$ cat src/rtl/pdpwm_defines.svh
// constants for the pulse-division pwm block
`ifndef PDPWM_DEFINES_SVH
`define PDPWM_DEFINES_SVH

`define PDPWM_ADDR_W 8
`define PDPWM_OFF_CTRL 8'h00
`define PDPWM_OFF_UPPER 8'h04
`define PDPWM_OFF_LOWER 8'h08
`define PDPWM_OFF_STATUS 8'h0C

`define PDPWM_LOWER_W 8
`define PDPWM_SEL_BIT 0
`define PDPWM_CTRL_RSVD 7'h7F
`define PDPWM_WIDTH_READ 8'hFF
`define PDPWM_RESET_DATA 14'h0000
`define PDPWM_RESET_LOWER 8'h00
`define PDPWM_STAT_PENDING 0
`define PDPWM_STAT_SATURATED 1
`define PDPWM_STAT_LEVEL 2

`define PDPWM_RESP_OKAY 2'h0
`define PDPWM_RESP_SLVERR 2'h2

`endif

$ cat src/rtl/pdpwm_pkg.sv
// types for the pulse-division pwm block
package pdpwm_pkg;

  typedef enum logic {
    PDPWM_DIV2,
    PDPWM_DIV4
  } pdpwm_clk_sel_t;

  typedef enum logic [2:0] {
    PDPWM_REG_CTRL,
    PDPWM_REG_UPPER,
    PDPWM_REG_LOWER,
    PDPWM_REG_STATUS,
    PDPWM_REG_NONE
  } pdpwm_reg_t;

endpackage : pdpwm_pkg

$ cat src/rtl/pdpwm_top.sv
// 14-bit pulse-division pwm generator with an axi4-lite register slave
//
// The implementer's own choices: register access over AXI4-Lite and the register addresses.
`timescale 1ns/1ps
`include "pdpwm_defines.svh"

module pdpwm_top import pdpwm_pkg::*; #(
  parameter int DATA_W = 14,
  parameter int PULSE_LOG2 = 6
) (
  input wire logic aclk,
  input wire logic aresetn,
  input wire logic [`PDPWM_ADDR_W-1:0] s_axi_awaddr,
  input wire logic s_axi_awvalid,
  output logic s_axi_awready,
  input wire logic [31:0] s_axi_wdata,
  input wire logic [3:0] s_axi_wstrb,
  input wire logic s_axi_wvalid,
  output logic s_axi_wready,
  output logic [1:0] s_axi_bresp,
  output logic s_axi_bvalid,
  input wire logic s_axi_bready,
  input wire logic [`PDPWM_ADDR_W-1:0] s_axi_araddr,
  input wire logic s_axi_arvalid,
  output logic s_axi_arready,
  output logic [31:0] s_axi_rdata,
  output logic [1:0] s_axi_rresp,
  output logic s_axi_rvalid,
  input wire logic s_axi_rready,
  output logic shared_waveform_pin
);

  localparam int SLOT_W = DATA_W - PULSE_LOG2;
  localparam int UPPER_W = DATA_W - `PDPWM_LOWER_W;

  function automatic pdpwm_reg_t decode(input logic [`PDPWM_ADDR_W-1:0] addr);
    logic [`PDPWM_ADDR_W-1:0] word;
    word = {addr[`PDPWM_ADDR_W-1:2], 2'b00};
    case (word)
      `PDPWM_OFF_CTRL: decode = PDPWM_REG_CTRL;
      `PDPWM_OFF_UPPER: decode = PDPWM_REG_UPPER;
      `PDPWM_OFF_LOWER: decode = PDPWM_REG_LOWER;
      `PDPWM_OFF_STATUS: decode = PDPWM_REG_STATUS;
      default: decode = PDPWM_REG_NONE;
    endcase
  endfunction : decode

  function automatic logic [PULSE_LOG2-1:0] bit_reverse(input logic [PULSE_LOG2-1:0] v);
    for (int i = 0; i < PULSE_LOG2; i++) begin
      bit_reverse[i] = v[PULSE_LOG2-1-i];
    end
  endfunction : bit_reverse

  // bus side state
  logic aw_held;
  logic w_held;
  logic [`PDPWM_ADDR_W-1:0] aw_addr_q;
  logic [31:0] w_data_q;
  logic [3:0] w_strb_q;
  pdpwm_reg_t rd_kind;

  // block state
  pdpwm_clk_sel_t period_sel;
  logic [`PDPWM_LOWER_W-1:0] staged_lower;
  logic [DATA_W-1:0] pending_val;
  logic pending;
  logic [DATA_W-1:0] active;
  logic div_phase;
  logic [DATA_W-1:0] cnt;
  logic [DATA_W:0] hi_acc;

  logic aw_hs;
  logic w_hs;
  logic b_hs;
  logic ar_hs;
  logic r_hs;
  logic wr_go;
  pdpwm_reg_t wr_kind;
  logic byte0_wr;
  logic ctrl_wr;
  logic upper_wr;
  logic lower_wr;
  logic [DATA_W-1:0] commit_val;
  logic [`PDPWM_LOWER_W-1:0] lower_in;

  logic tick;
  logic period_end;
  logic [DATA_W:0] high_units;
  logic saturated;
  logic [SLOT_W-1:0] base;
  logic [PULSE_LOG2-1:0] frac;
  logic [PULSE_LOG2-1:0] slot_idx;
  logic [SLOT_W-1:0] pos;
  logic extra;
  logic next_level;

  assign aw_hs = s_axi_awvalid & s_axi_awready;
  assign w_hs = s_axi_wvalid & s_axi_wready;
  assign b_hs = s_axi_bvalid & s_axi_bready;
  assign ar_hs = s_axi_arvalid & s_axi_arready;
  assign r_hs = s_axi_rvalid & s_axi_rready;
  assign wr_go = aw_held & w_held & ~s_axi_bvalid;
  assign wr_kind = decode(aw_addr_q);
  // only byte lane 0 carries register data; wider strobes are tolerated, not required
  assign byte0_wr = wr_go & w_strb_q[0];
  assign ctrl_wr = byte0_wr & (wr_kind == PDPWM_REG_CTRL);
  assign upper_wr = byte0_wr & (wr_kind == PDPWM_REG_UPPER);
  assign lower_wr = byte0_wr & (wr_kind == PDPWM_REG_LOWER);
  assign lower_in = w_data_q[`PDPWM_LOWER_W-1:0];
  assign commit_val = {w_data_q[UPPER_W-1:0], staged_lower};

  // write address and data are taken independently, in either order
  always_ff @(posedge aclk) begin
    if (!aresetn) begin
      aw_held <= 1'b0;
      aw_addr_q <= '0;
      s_axi_awready <= 1'b0;
    end else if (aw_hs) begin
      aw_held <= 1'b1;
      aw_addr_q <= s_axi_awaddr;
      s_axi_awready <= 1'b0;
    end else begin
      if (wr_go) begin
        aw_held <= 1'b0;
      end
      s_axi_awready <= ~aw_held & ~s_axi_bvalid;
    end
  end

  always_ff @(posedge aclk) begin
    if (!aresetn) begin
      w_held <= 1'b0;
      w_data_q <= '0;
      w_strb_q <= '0;
      s_axi_wready <= 1'b0;
    end else if (w_hs) begin
      w_held <= 1'b1;
      w_data_q <= s_axi_wdata;
      w_strb_q <= s_axi_wstrb;
      s_axi_wready <= 1'b0;
    end else begin
      if (wr_go) begin
        w_held <= 1'b0;
      end
      s_axi_wready <= ~w_held & ~s_axi_bvalid;
    end
  end

  always_ff @(posedge aclk) begin
    if (!aresetn) begin
      s_axi_bvalid <= 1'b0;
      s_axi_bresp <= `PDPWM_RESP_OKAY;
    end else if (wr_go) begin
      s_axi_bvalid <= 1'b1;
      s_axi_bresp <= (wr_kind == PDPWM_REG_NONE) ? `PDPWM_RESP_SLVERR : `PDPWM_RESP_OKAY;
    end else if (b_hs) begin
      s_axi_bvalid <= 1'b0;
    end
  end

  // control register: only the select bit is storage, bits 7:1 read as ones
  always_ff @(posedge aclk) begin
    if (!aresetn) begin
      period_sel <= PDPWM_DIV2;
    end else if (ctrl_wr) begin
      period_sel <= pdpwm_clk_sel_t'(w_data_q[`PDPWM_SEL_BIT]);
    end
  end

  // lower byte is staged and never touches the running waveform
  always_ff @(posedge aclk) begin
    if (!aresetn) begin
      staged_lower <= `PDPWM_RESET_LOWER;
    end else if (lower_wr) begin
      staged_lower <= lower_in;
    end
  end

  // a new commit wins over the period-end clear of the pending flag
  always_ff @(posedge aclk) begin
    if (!aresetn) begin
      pending <= 1'b0;
      pending_val <= `PDPWM_RESET_DATA;
    end else if (upper_wr) begin
      pending <= 1'b1;
      pending_val <= commit_val;
    end else if (period_end) begin
      pending <= 1'b0;
    end
  end

  // applied only at the period boundary so no period carries a mixed width
  always_ff @(posedge aclk) begin
    if (!aresetn) begin
      active <= `PDPWM_RESET_DATA;
    end else if (period_end && pending) begin
      active <= pending_val;
    end
  end

  always_ff @(posedge aclk) begin
    if (!aresetn) begin
      rd_kind <= PDPWM_REG_NONE;
      s_axi_rvalid <= 1'b0;
      s_axi_rdata <= '0;
      s_axi_rresp <= `PDPWM_RESP_OKAY;
    end else if (ar_hs) begin
      rd_kind <= decode(s_axi_araddr);
      s_axi_rvalid <= 1'b1;
      s_axi_rresp <= `PDPWM_RESP_OKAY;
      s_axi_rdata <= '0;
      case (decode(s_axi_araddr))
        PDPWM_REG_CTRL: s_axi_rdata[7:0] <= {`PDPWM_CTRL_RSVD, period_sel};
        PDPWM_REG_UPPER: s_axi_rdata[7:0] <= `PDPWM_WIDTH_READ;
        PDPWM_REG_LOWER: s_axi_rdata[7:0] <= `PDPWM_WIDTH_READ;
        PDPWM_REG_STATUS: begin
          s_axi_rdata[`PDPWM_STAT_PENDING] <= pending;
          s_axi_rdata[`PDPWM_STAT_SATURATED] <= saturated;
          s_axi_rdata[`PDPWM_STAT_LEVEL] <= shared_waveform_pin;
        end
        default: s_axi_rresp <= `PDPWM_RESP_SLVERR;
      endcase
    end else if (r_hs) begin
      s_axi_rvalid <= 1'b0;
    end
  end

  always_ff @(posedge aclk) begin
    if (!aresetn) begin
      s_axi_arready <= 1'b0;
    end else if (ar_hs) begin
      s_axi_arready <= 1'b0;
    end else begin
      s_axi_arready <= ~s_axi_rvalid;
    end
  end

  // one tick is half a pwm input clock period: every aclk or every other aclk
  always_ff @(posedge aclk) begin
    if (!aresetn) begin
      div_phase <= 1'b0;
    end else begin
      div_phase <= ~div_phase;
    end
  end

  assign tick = (period_sel == PDPWM_DIV2) | div_phase;

  always_ff @(posedge aclk) begin
    if (!aresetn) begin
      cnt <= '0;
    end else if (tick) begin
      cnt <= cnt + 1'b1;
    end
  end

  assign period_end = tick & (&cnt);
  assign slot_idx = cnt[DATA_W-1:SLOT_W];
  assign pos = cnt[SLOT_W-1:0];
  assign high_units = {1'b0, active} + (DATA_W+1)'(1 << PULSE_LOG2);
  assign saturated = high_units[DATA_W];
  assign base = high_units[DATA_W-1:PULSE_LOG2];
  assign frac = high_units[PULSE_LOG2-1:0];
  // bit-reversed slot order scatters the extra ticks instead of bunching them
  assign extra = bit_reverse(slot_idx) < frac;
  assign next_level = saturated | ({1'b0, pos} < ({1'b0, base} + {{SLOT_W{1'b0}}, extra}));

  always_ff @(posedge aclk) begin
    if (!aresetn) begin
      shared_waveform_pin <= 1'b0;
    end else begin
      shared_waveform_pin <= next_level;
    end
  end

  // high ticks seen so far in this period, read only by the checks below
  always_ff @(posedge aclk) begin
    if (!aresetn) begin
      hi_acc <= '0;
    end else if (period_end) begin
      hi_acc <= '0;
    end else if (tick && next_level) begin
      hi_acc <= hi_acc + 1'b1;
    end
  end

  tick_div2_a: assert property (@(posedge aclk) disable iff (!aresetn)
    period_sel == PDPWM_DIV2 |-> tick)
    else $error("tick missing at aclk/2 rate");

  tick_div4_a: assert property (@(posedge aclk) disable iff (!aresetn)
    (period_sel == PDPWM_DIV4 && tick) ##1 (period_sel == PDPWM_DIV4) |-> !tick)
    else $error("tick too fast at aclk/4 rate");

  ctrl_read_a: assert property (@(posedge aclk) disable iff (!aresetn)
    s_axi_rvalid && rd_kind == PDPWM_REG_CTRL |-> s_axi_rdata[7:1] == `PDPWM_CTRL_RSVD)
    else $error("reserved control bits not read as ones");

  width_read_a: assert property (@(posedge aclk) disable iff (!aresetn)
    s_axi_rvalid && (rd_kind == PDPWM_REG_UPPER || rd_kind == PDPWM_REG_LOWER)
    |-> s_axi_rdata[7:0] == `PDPWM_WIDTH_READ)
    else $error("width byte read not all ones");

  commit_value_a: assert property (@(posedge aclk) disable iff (!aresetn)
    upper_wr |=> pending && pending_val == $past(commit_val))
    else $error("upper write did not commit both bytes");

  hold_active_a: assert property (@(posedge aclk) disable iff (!aresetn)
    !period_end |=> active == $past(active))
    else $error("width changed inside a period");

  staging_a: assert property (@(posedge aclk) disable iff (!aresetn)
    lower_wr |=> staged_lower == $past(lower_in) && pending_val == $past(pending_val))
    else $error("lower byte not staged");

  reset_width_a: assert property (@(posedge aclk) disable iff (!aresetn)
    $rose(aresetn) |-> active == `PDPWM_RESET_DATA && !pending)
    else $error("width not at reset value");

  pulse_slots_a: assert property (@(posedge aclk) disable iff (!aresetn)
    tick && (&pos) |=> slot_idx == PULSE_LOG2'($past(slot_idx) + 1'b1))
    else $error("pulse slot did not advance");

  high_time_a: assert property (@(posedge aclk) disable iff (!aresetn)
    period_end && !saturated |-> (hi_acc + {{DATA_W{1'b0}}, next_level}) == high_units)
    else $error("high time per period wrong");

  saturate_a: assert property (@(posedge aclk) disable iff (!aresetn)
    saturated |=> shared_waveform_pin)
    else $error("output not held high at full width");

  spread_a: assert property (@(posedge aclk) disable iff (!aresetn)
    !saturated && ({1'b0, pos} > {1'b0, base}) |=> !shared_waveform_pin)
    else $error("pulse wider than its share");

  commit_c: cover property (@(posedge aclk) disable iff (!aresetn) period_end && pending);
  div4_period_c: cover property (@(posedge aclk) disable iff (!aresetn) period_end && period_sel == PDPWM_DIV4);
  saturated_c: cover property (@(posedge aclk) disable iff (!aresetn) saturated && shared_waveform_pin);
  ctrl_read_c: cover property (@(posedge aclk) disable iff (!aresetn) r_hs && rd_kind == PDPWM_REG_CTRL);

endmodule : pdpwm_top

$ cat config.mk
export PLATFORM = sky130hd
export DESIGN_NAME = pdpwm_top
export DESIGN_NICKNAME = d
export VERILOG_FILES = /design/src/rtl/pdpwm_pkg.sv /design/src/rtl/pdpwm_top.sv
export VERILOG_INCLUDE_DIRS = /design/src /design/src/rtl
export SDC_FILE = /design/constraint.sdc
export NUM_CORES = 1
export LEC_CHECK = 0
export BUFFER_PORTS_ARGS = -buffer_cell sky130_fd_sc_hd__buf_2
export CAP_MARGIN = 20
export CELL_PAD_IN_SITES_DETAIL_PLACEMENT = 1
export CELL_PAD_IN_SITES_GLOBAL_PLACEMENT = 2
export CORE_MARGIN = 3
export CORE_UTILIZATION = 33
export CTS_CLUSTER_SIZE = 25
export DETAILED_ROUTE_END_ITERATION = 7
export PLACE_DENSITY_LB_ADDON = 0.1
export SYNTH_ARGS = -nofsm -noshare
export SYNTH_HDL_FRONTEND = slang
export SYNTH_SLANG_ARGS = --single-unit
export TNS_END_PERCENT = 5
$ cat constraint.sdc
create_clock -name aclk -period 5.1 [get_ports aclk]
set_clock_uncertainty 0.2 [all_clocks]
set_input_delay 0 -clock aclk [delete_from_list [all_inputs] [get_ports aclk]]
set_output_delay 0 -clock aclk [all_outputs]
set_load 0.1 [all_outputs]
==> impl_metrics.csv <==
group,metric,value,unit
run_status,result_of_the_run,"completed",
finish,n_antenna_cell,0,
power,ir_drop,0.0001501,V
drt,drcViolationCount,0,
worst_hold_path,min-delay-path-class,"input port to register",
grt,globalRouteMet3Util,2.895,%
drt,drt_iter0_markers,115,
synth,post_synth_inst_count,454,
finish,fillCellCount,1380,
synth,ys_ff_latch,82,
sta,grt_setup_unrepaired,"no",
finish,drive_gt1_share,13.27,%
synth,number_of_enable_type_register_cells_in_the_synthesized_netlist,0,
grt,grt_antenna_before_repair,0,
die,floorplan.core_area,11520,sq um
sta,tightestPinTransition,0.8435,ns
die,io_pins,101,
grt,global_route_wire_length_before_repair,15200,um
placement,detailedPlacementHpwl,6181,um
grt,grt_most_used_layer,"met2",
drt,route.detailed.wl_per_inst,13.31,um
sta,crit_path_time_final,3.640,ns
drt,viasPerCell,4.758,
setup_path,crit_path_start_kind,"register",
synth,syn-cell-area,3918,sq um
sta,setup_violation_total_in_the_final_timing_report,0,
run,max-cap-violations,0,
setup_path,rr_worst_depth,16,
synth,synthesis.yosys.warnings,0,
setup_path,setup.worst_path.end_class,"register",
grt,grt.met2_usage,24.19,%
sta,timing.final.hold_violations,0,
synth,synth_seq_area_share,41.90,%
finish,synth_to_final_area_change,24.40,%
grt,grt_start_max_net_pins,80,
synth,post_synth.cell_area_avg,8.629,sq um
sta,maxClockFrequency,0.2747,GHz
setup_path,timing.critical_path.cells,"ha_1 > a21o_1 > a21o_1 > a21oi_1 > o21a_1 > ha_1 > ha_1 > nand3b_1 > o22ai_1 > o21ai_0 > xnor2_1 > ha_1 > a21o_1 > a21oi_1 > o21ai_0 > a31oi_1",
power,power_per_cell_area,329.3,nW/um^2
die,die_y,115.0,um
setup_path,timing.critical_path.arrival,3.70,ns
placement,io_buffers,43,
clocking,total_number_of_clock_tree_sinks,82,
setup_path,critPathMostFrequentCell,"sky130_fd_sc_hd__ha_1",
drt,wirelength,9022,um
finish,most-common-layout-cells,"82 x sky130_fd_sc_hd__dfxtp_1, 67 x sky130_fd_sc_hd__nand2_1, 45 x sky130_fd_sc_hd__a21oi_1",
die,die_w,115.0,um
setup_path,max_stage_delay,0.42,ns
drt,antenna_left,0,
finish,postLayoutCoreUtil,42.32,%
setup_path,end_point_of_the_critical_path,"shared_waveform_pin",
synth,synth_unique_cells,46,
power,finalPower,1.605,mW
clocking,clk_path_buf_depth,2,
grt,grtUsageMet1,17.70,%
drt,drt_pre_antenna_iters,4,
power,leakage,1.839,nW
sta,slew_viol_final,0,
setup_path,cp-startpoint,"cnt[12]",
synth,synthArstFlopShare,0,%
setup_path,crit_path_max_fanout,5,
setup_path,regToRegEndpoint,"shared_waveform_pin",
setup_path,reg2reg_from,"cnt[12]",
sta,setup_tns,0,ns
setup_path,crit_type,"register to register",
setup_path,worst_path_max_delay_cell,"sky130_fd_sc_hd__dfxtp_1",
sta,post-route-period-util,71.37,%
die,floorplan.die_area,13210,sq um
clocking,cts_tree,"done",
finish,number_of_nets_in_the_final_layout,605,
clocking,clk_pin_slew,0.06,ns
clocking,tritoncts.num_buffers,9,
drt,vias,3226,
clocking,cts_htree_levels,3,
grt,grt.overflow.total,0,
setup_path,reg2reg_setup_slack,1.46,ns
grt,number_of_global_route_vias_before_repair,3269,
die,floorplan.initialDensity,34.02,%
finish,layout.cells.most_common,"sky130_fd_sc_hd__dfxtp_1",
synth,synth_flop_cell,"sky130_fd_sc_hd__dfxtp_1",
grt,groute.usage.overall,14.47,%
clocking,clock-root-buffer,"sky130_fd_sc_hd__clkbuf_16",
clocking,worst_skew_pair_later_pin_latency,0.34,ns
setup_path,worst-endpoint-required,5.16,ns
die,fp-row-count,39,
sta,worst_slew_margin_rel,43.77,%
placement,routabilityCongestion,0.7287,
-- final cells by class --
| cell class | count | area, sq um | area share [%] |
|---|---|---|---|
| Timing Repair Buffer | 89 | 668.1 | 13.71 |
| Clock inverter | 3 | 68.82 | 1.412 |
| Inverter | 14 | 52.55 | 1.078 |
| Multi-Input combinational cell | 334 | 1993 | 40.90 |
| Clock buffer | 13 | 270.3 | 5.546 |
| Sequential cell | 82 | 1642 | 33.68 |
| Tap cell | 143 | 178.9 | 3.671 |
-- worst max-delay path, delay by kind of cell (launching register included) --
family / cells / cell delay, ns
XOR/XNOR: 1 / 0.23
flip-flops: 1 / 0.42
AND/OR/NAND/NOR: 1 / 0.09
adder cells (fa/ha/maj): 4 / 1.03
AO/OA/AOI/OAI: 10 / 1.59
-- kinds of logic (layout without fill, tap and decap cells) --
logic type      after synthesis  count (layout)  share of synthesized area, %
compound gates               75              75                         10.80
xor+xnor                     21              21                         4.695
fa+ha+maj                    16              16                         5.110
buf+inv                      63             119                         9.741
flops                        82              82                         41.90
mux                          24              24                         6.132
other cells                   1              26                       0.09572
simple gates                172             172                         21.53
-- what timing repair did --
action                    CTS  global route
hold endpoints to repair   24             0
hold buffers               43             0
resized for setup           0             0
buffers inserted            0             0
-- flip-flops by register name, summed over array words and instances (netlist names), 4 cells and up --
signal / cells
s_axi_rdata: 4
active: 14
pending_val: 14
aw_addr_q: 6
staged_lower: 8
w_data_q: 8
cnt: 14
-- metrics by stage --
stage                     instances  worst slack, ns  hold slack (ns)  instance area [sq um]
after floorplan                 479            1.941         -0.06404                   4011
after global placement          619            1.531          0.04225                   4104
after detailed placement        619            1.471          0.04758                   4104
after CTS                       678            1.400          0.02920                   4873
after global routing            678            1.183          0.07865                   4873
final                           678            1.460          0.01904                   4873
-- worst min-delay path by stage --
stage	from	cells past startpoint	to	slack [ns]
4_1_cts	s_axi_wvalid	3	s_axi_wready	0.03
6_report	s_axi_wvalid	3	s_axi_wready	0.02
2_1_floorplan	s_axi_wdata[6]	2	w_data_q[6]	-0.06
3_3_place_gp	s_axi_wdata[5]	3	w_data_q[5]	0.04
3_5_place_dp	s_axi_wdata[1]	3	w_data_q[1]	0.05
5_1_grt	s_axi_wvalid	3	s_axi_wready	0.08
-- synthesized netlist by cell type (all sizes together), types with 2 or more instances --
master / instances / share of area [%]
nor2b: 2 / 0.32
and3: 2 / 0.45
nand2: 68 / 6.6
ha: 16 / 5.1
or4: 2 / 0.48
a31oi: 3 / 0.48
a21oi: 46 / 6.0
xnor2: 15 / 3.4
nor2: 43 / 4.1
or3: 6 / 0.96
buf: 41 / 7.6
a21boi: 3 / 0.57
a21o: 3 / 0.57
inv: 13 / 1.2
mux2i: 24 / 6.1
clkbuf: 8 / 0.77
dfxtp: 82 / 42
nand4: 5 / 0.80
o21a: 2 / 0.38
o21ai: 11 / 1.4
xor2: 6 / 1.3
nor4: 4 / 1.2
a22o: 3 / 0.67
nor3b: 5 / 0.96
o22ai: 2 / 0.32
nand3: 16 / 2.7
nand3b: 4 / 0.77
nand2b: 3 / 0.48
nor3: 9 / 1.1
-- where the power goes --
group / switching (mW) / internal, mW / total (mW)
clock: 0.258 / 0.471 / 0.729
combinational: 0.161 / 0.0460 / 0.207
sequential: 0.0134 / 0.655 / 0.669
total: 0.432 / 1.17 / 1.60
-- routing by layer --
metal,vias up,share of wire (%)
li1,1644,-
met1,1521,46
met2,48,49
met3,13,2.9
met4,0,2.2
met5,-,0
(Power assumes the default switching activity.)
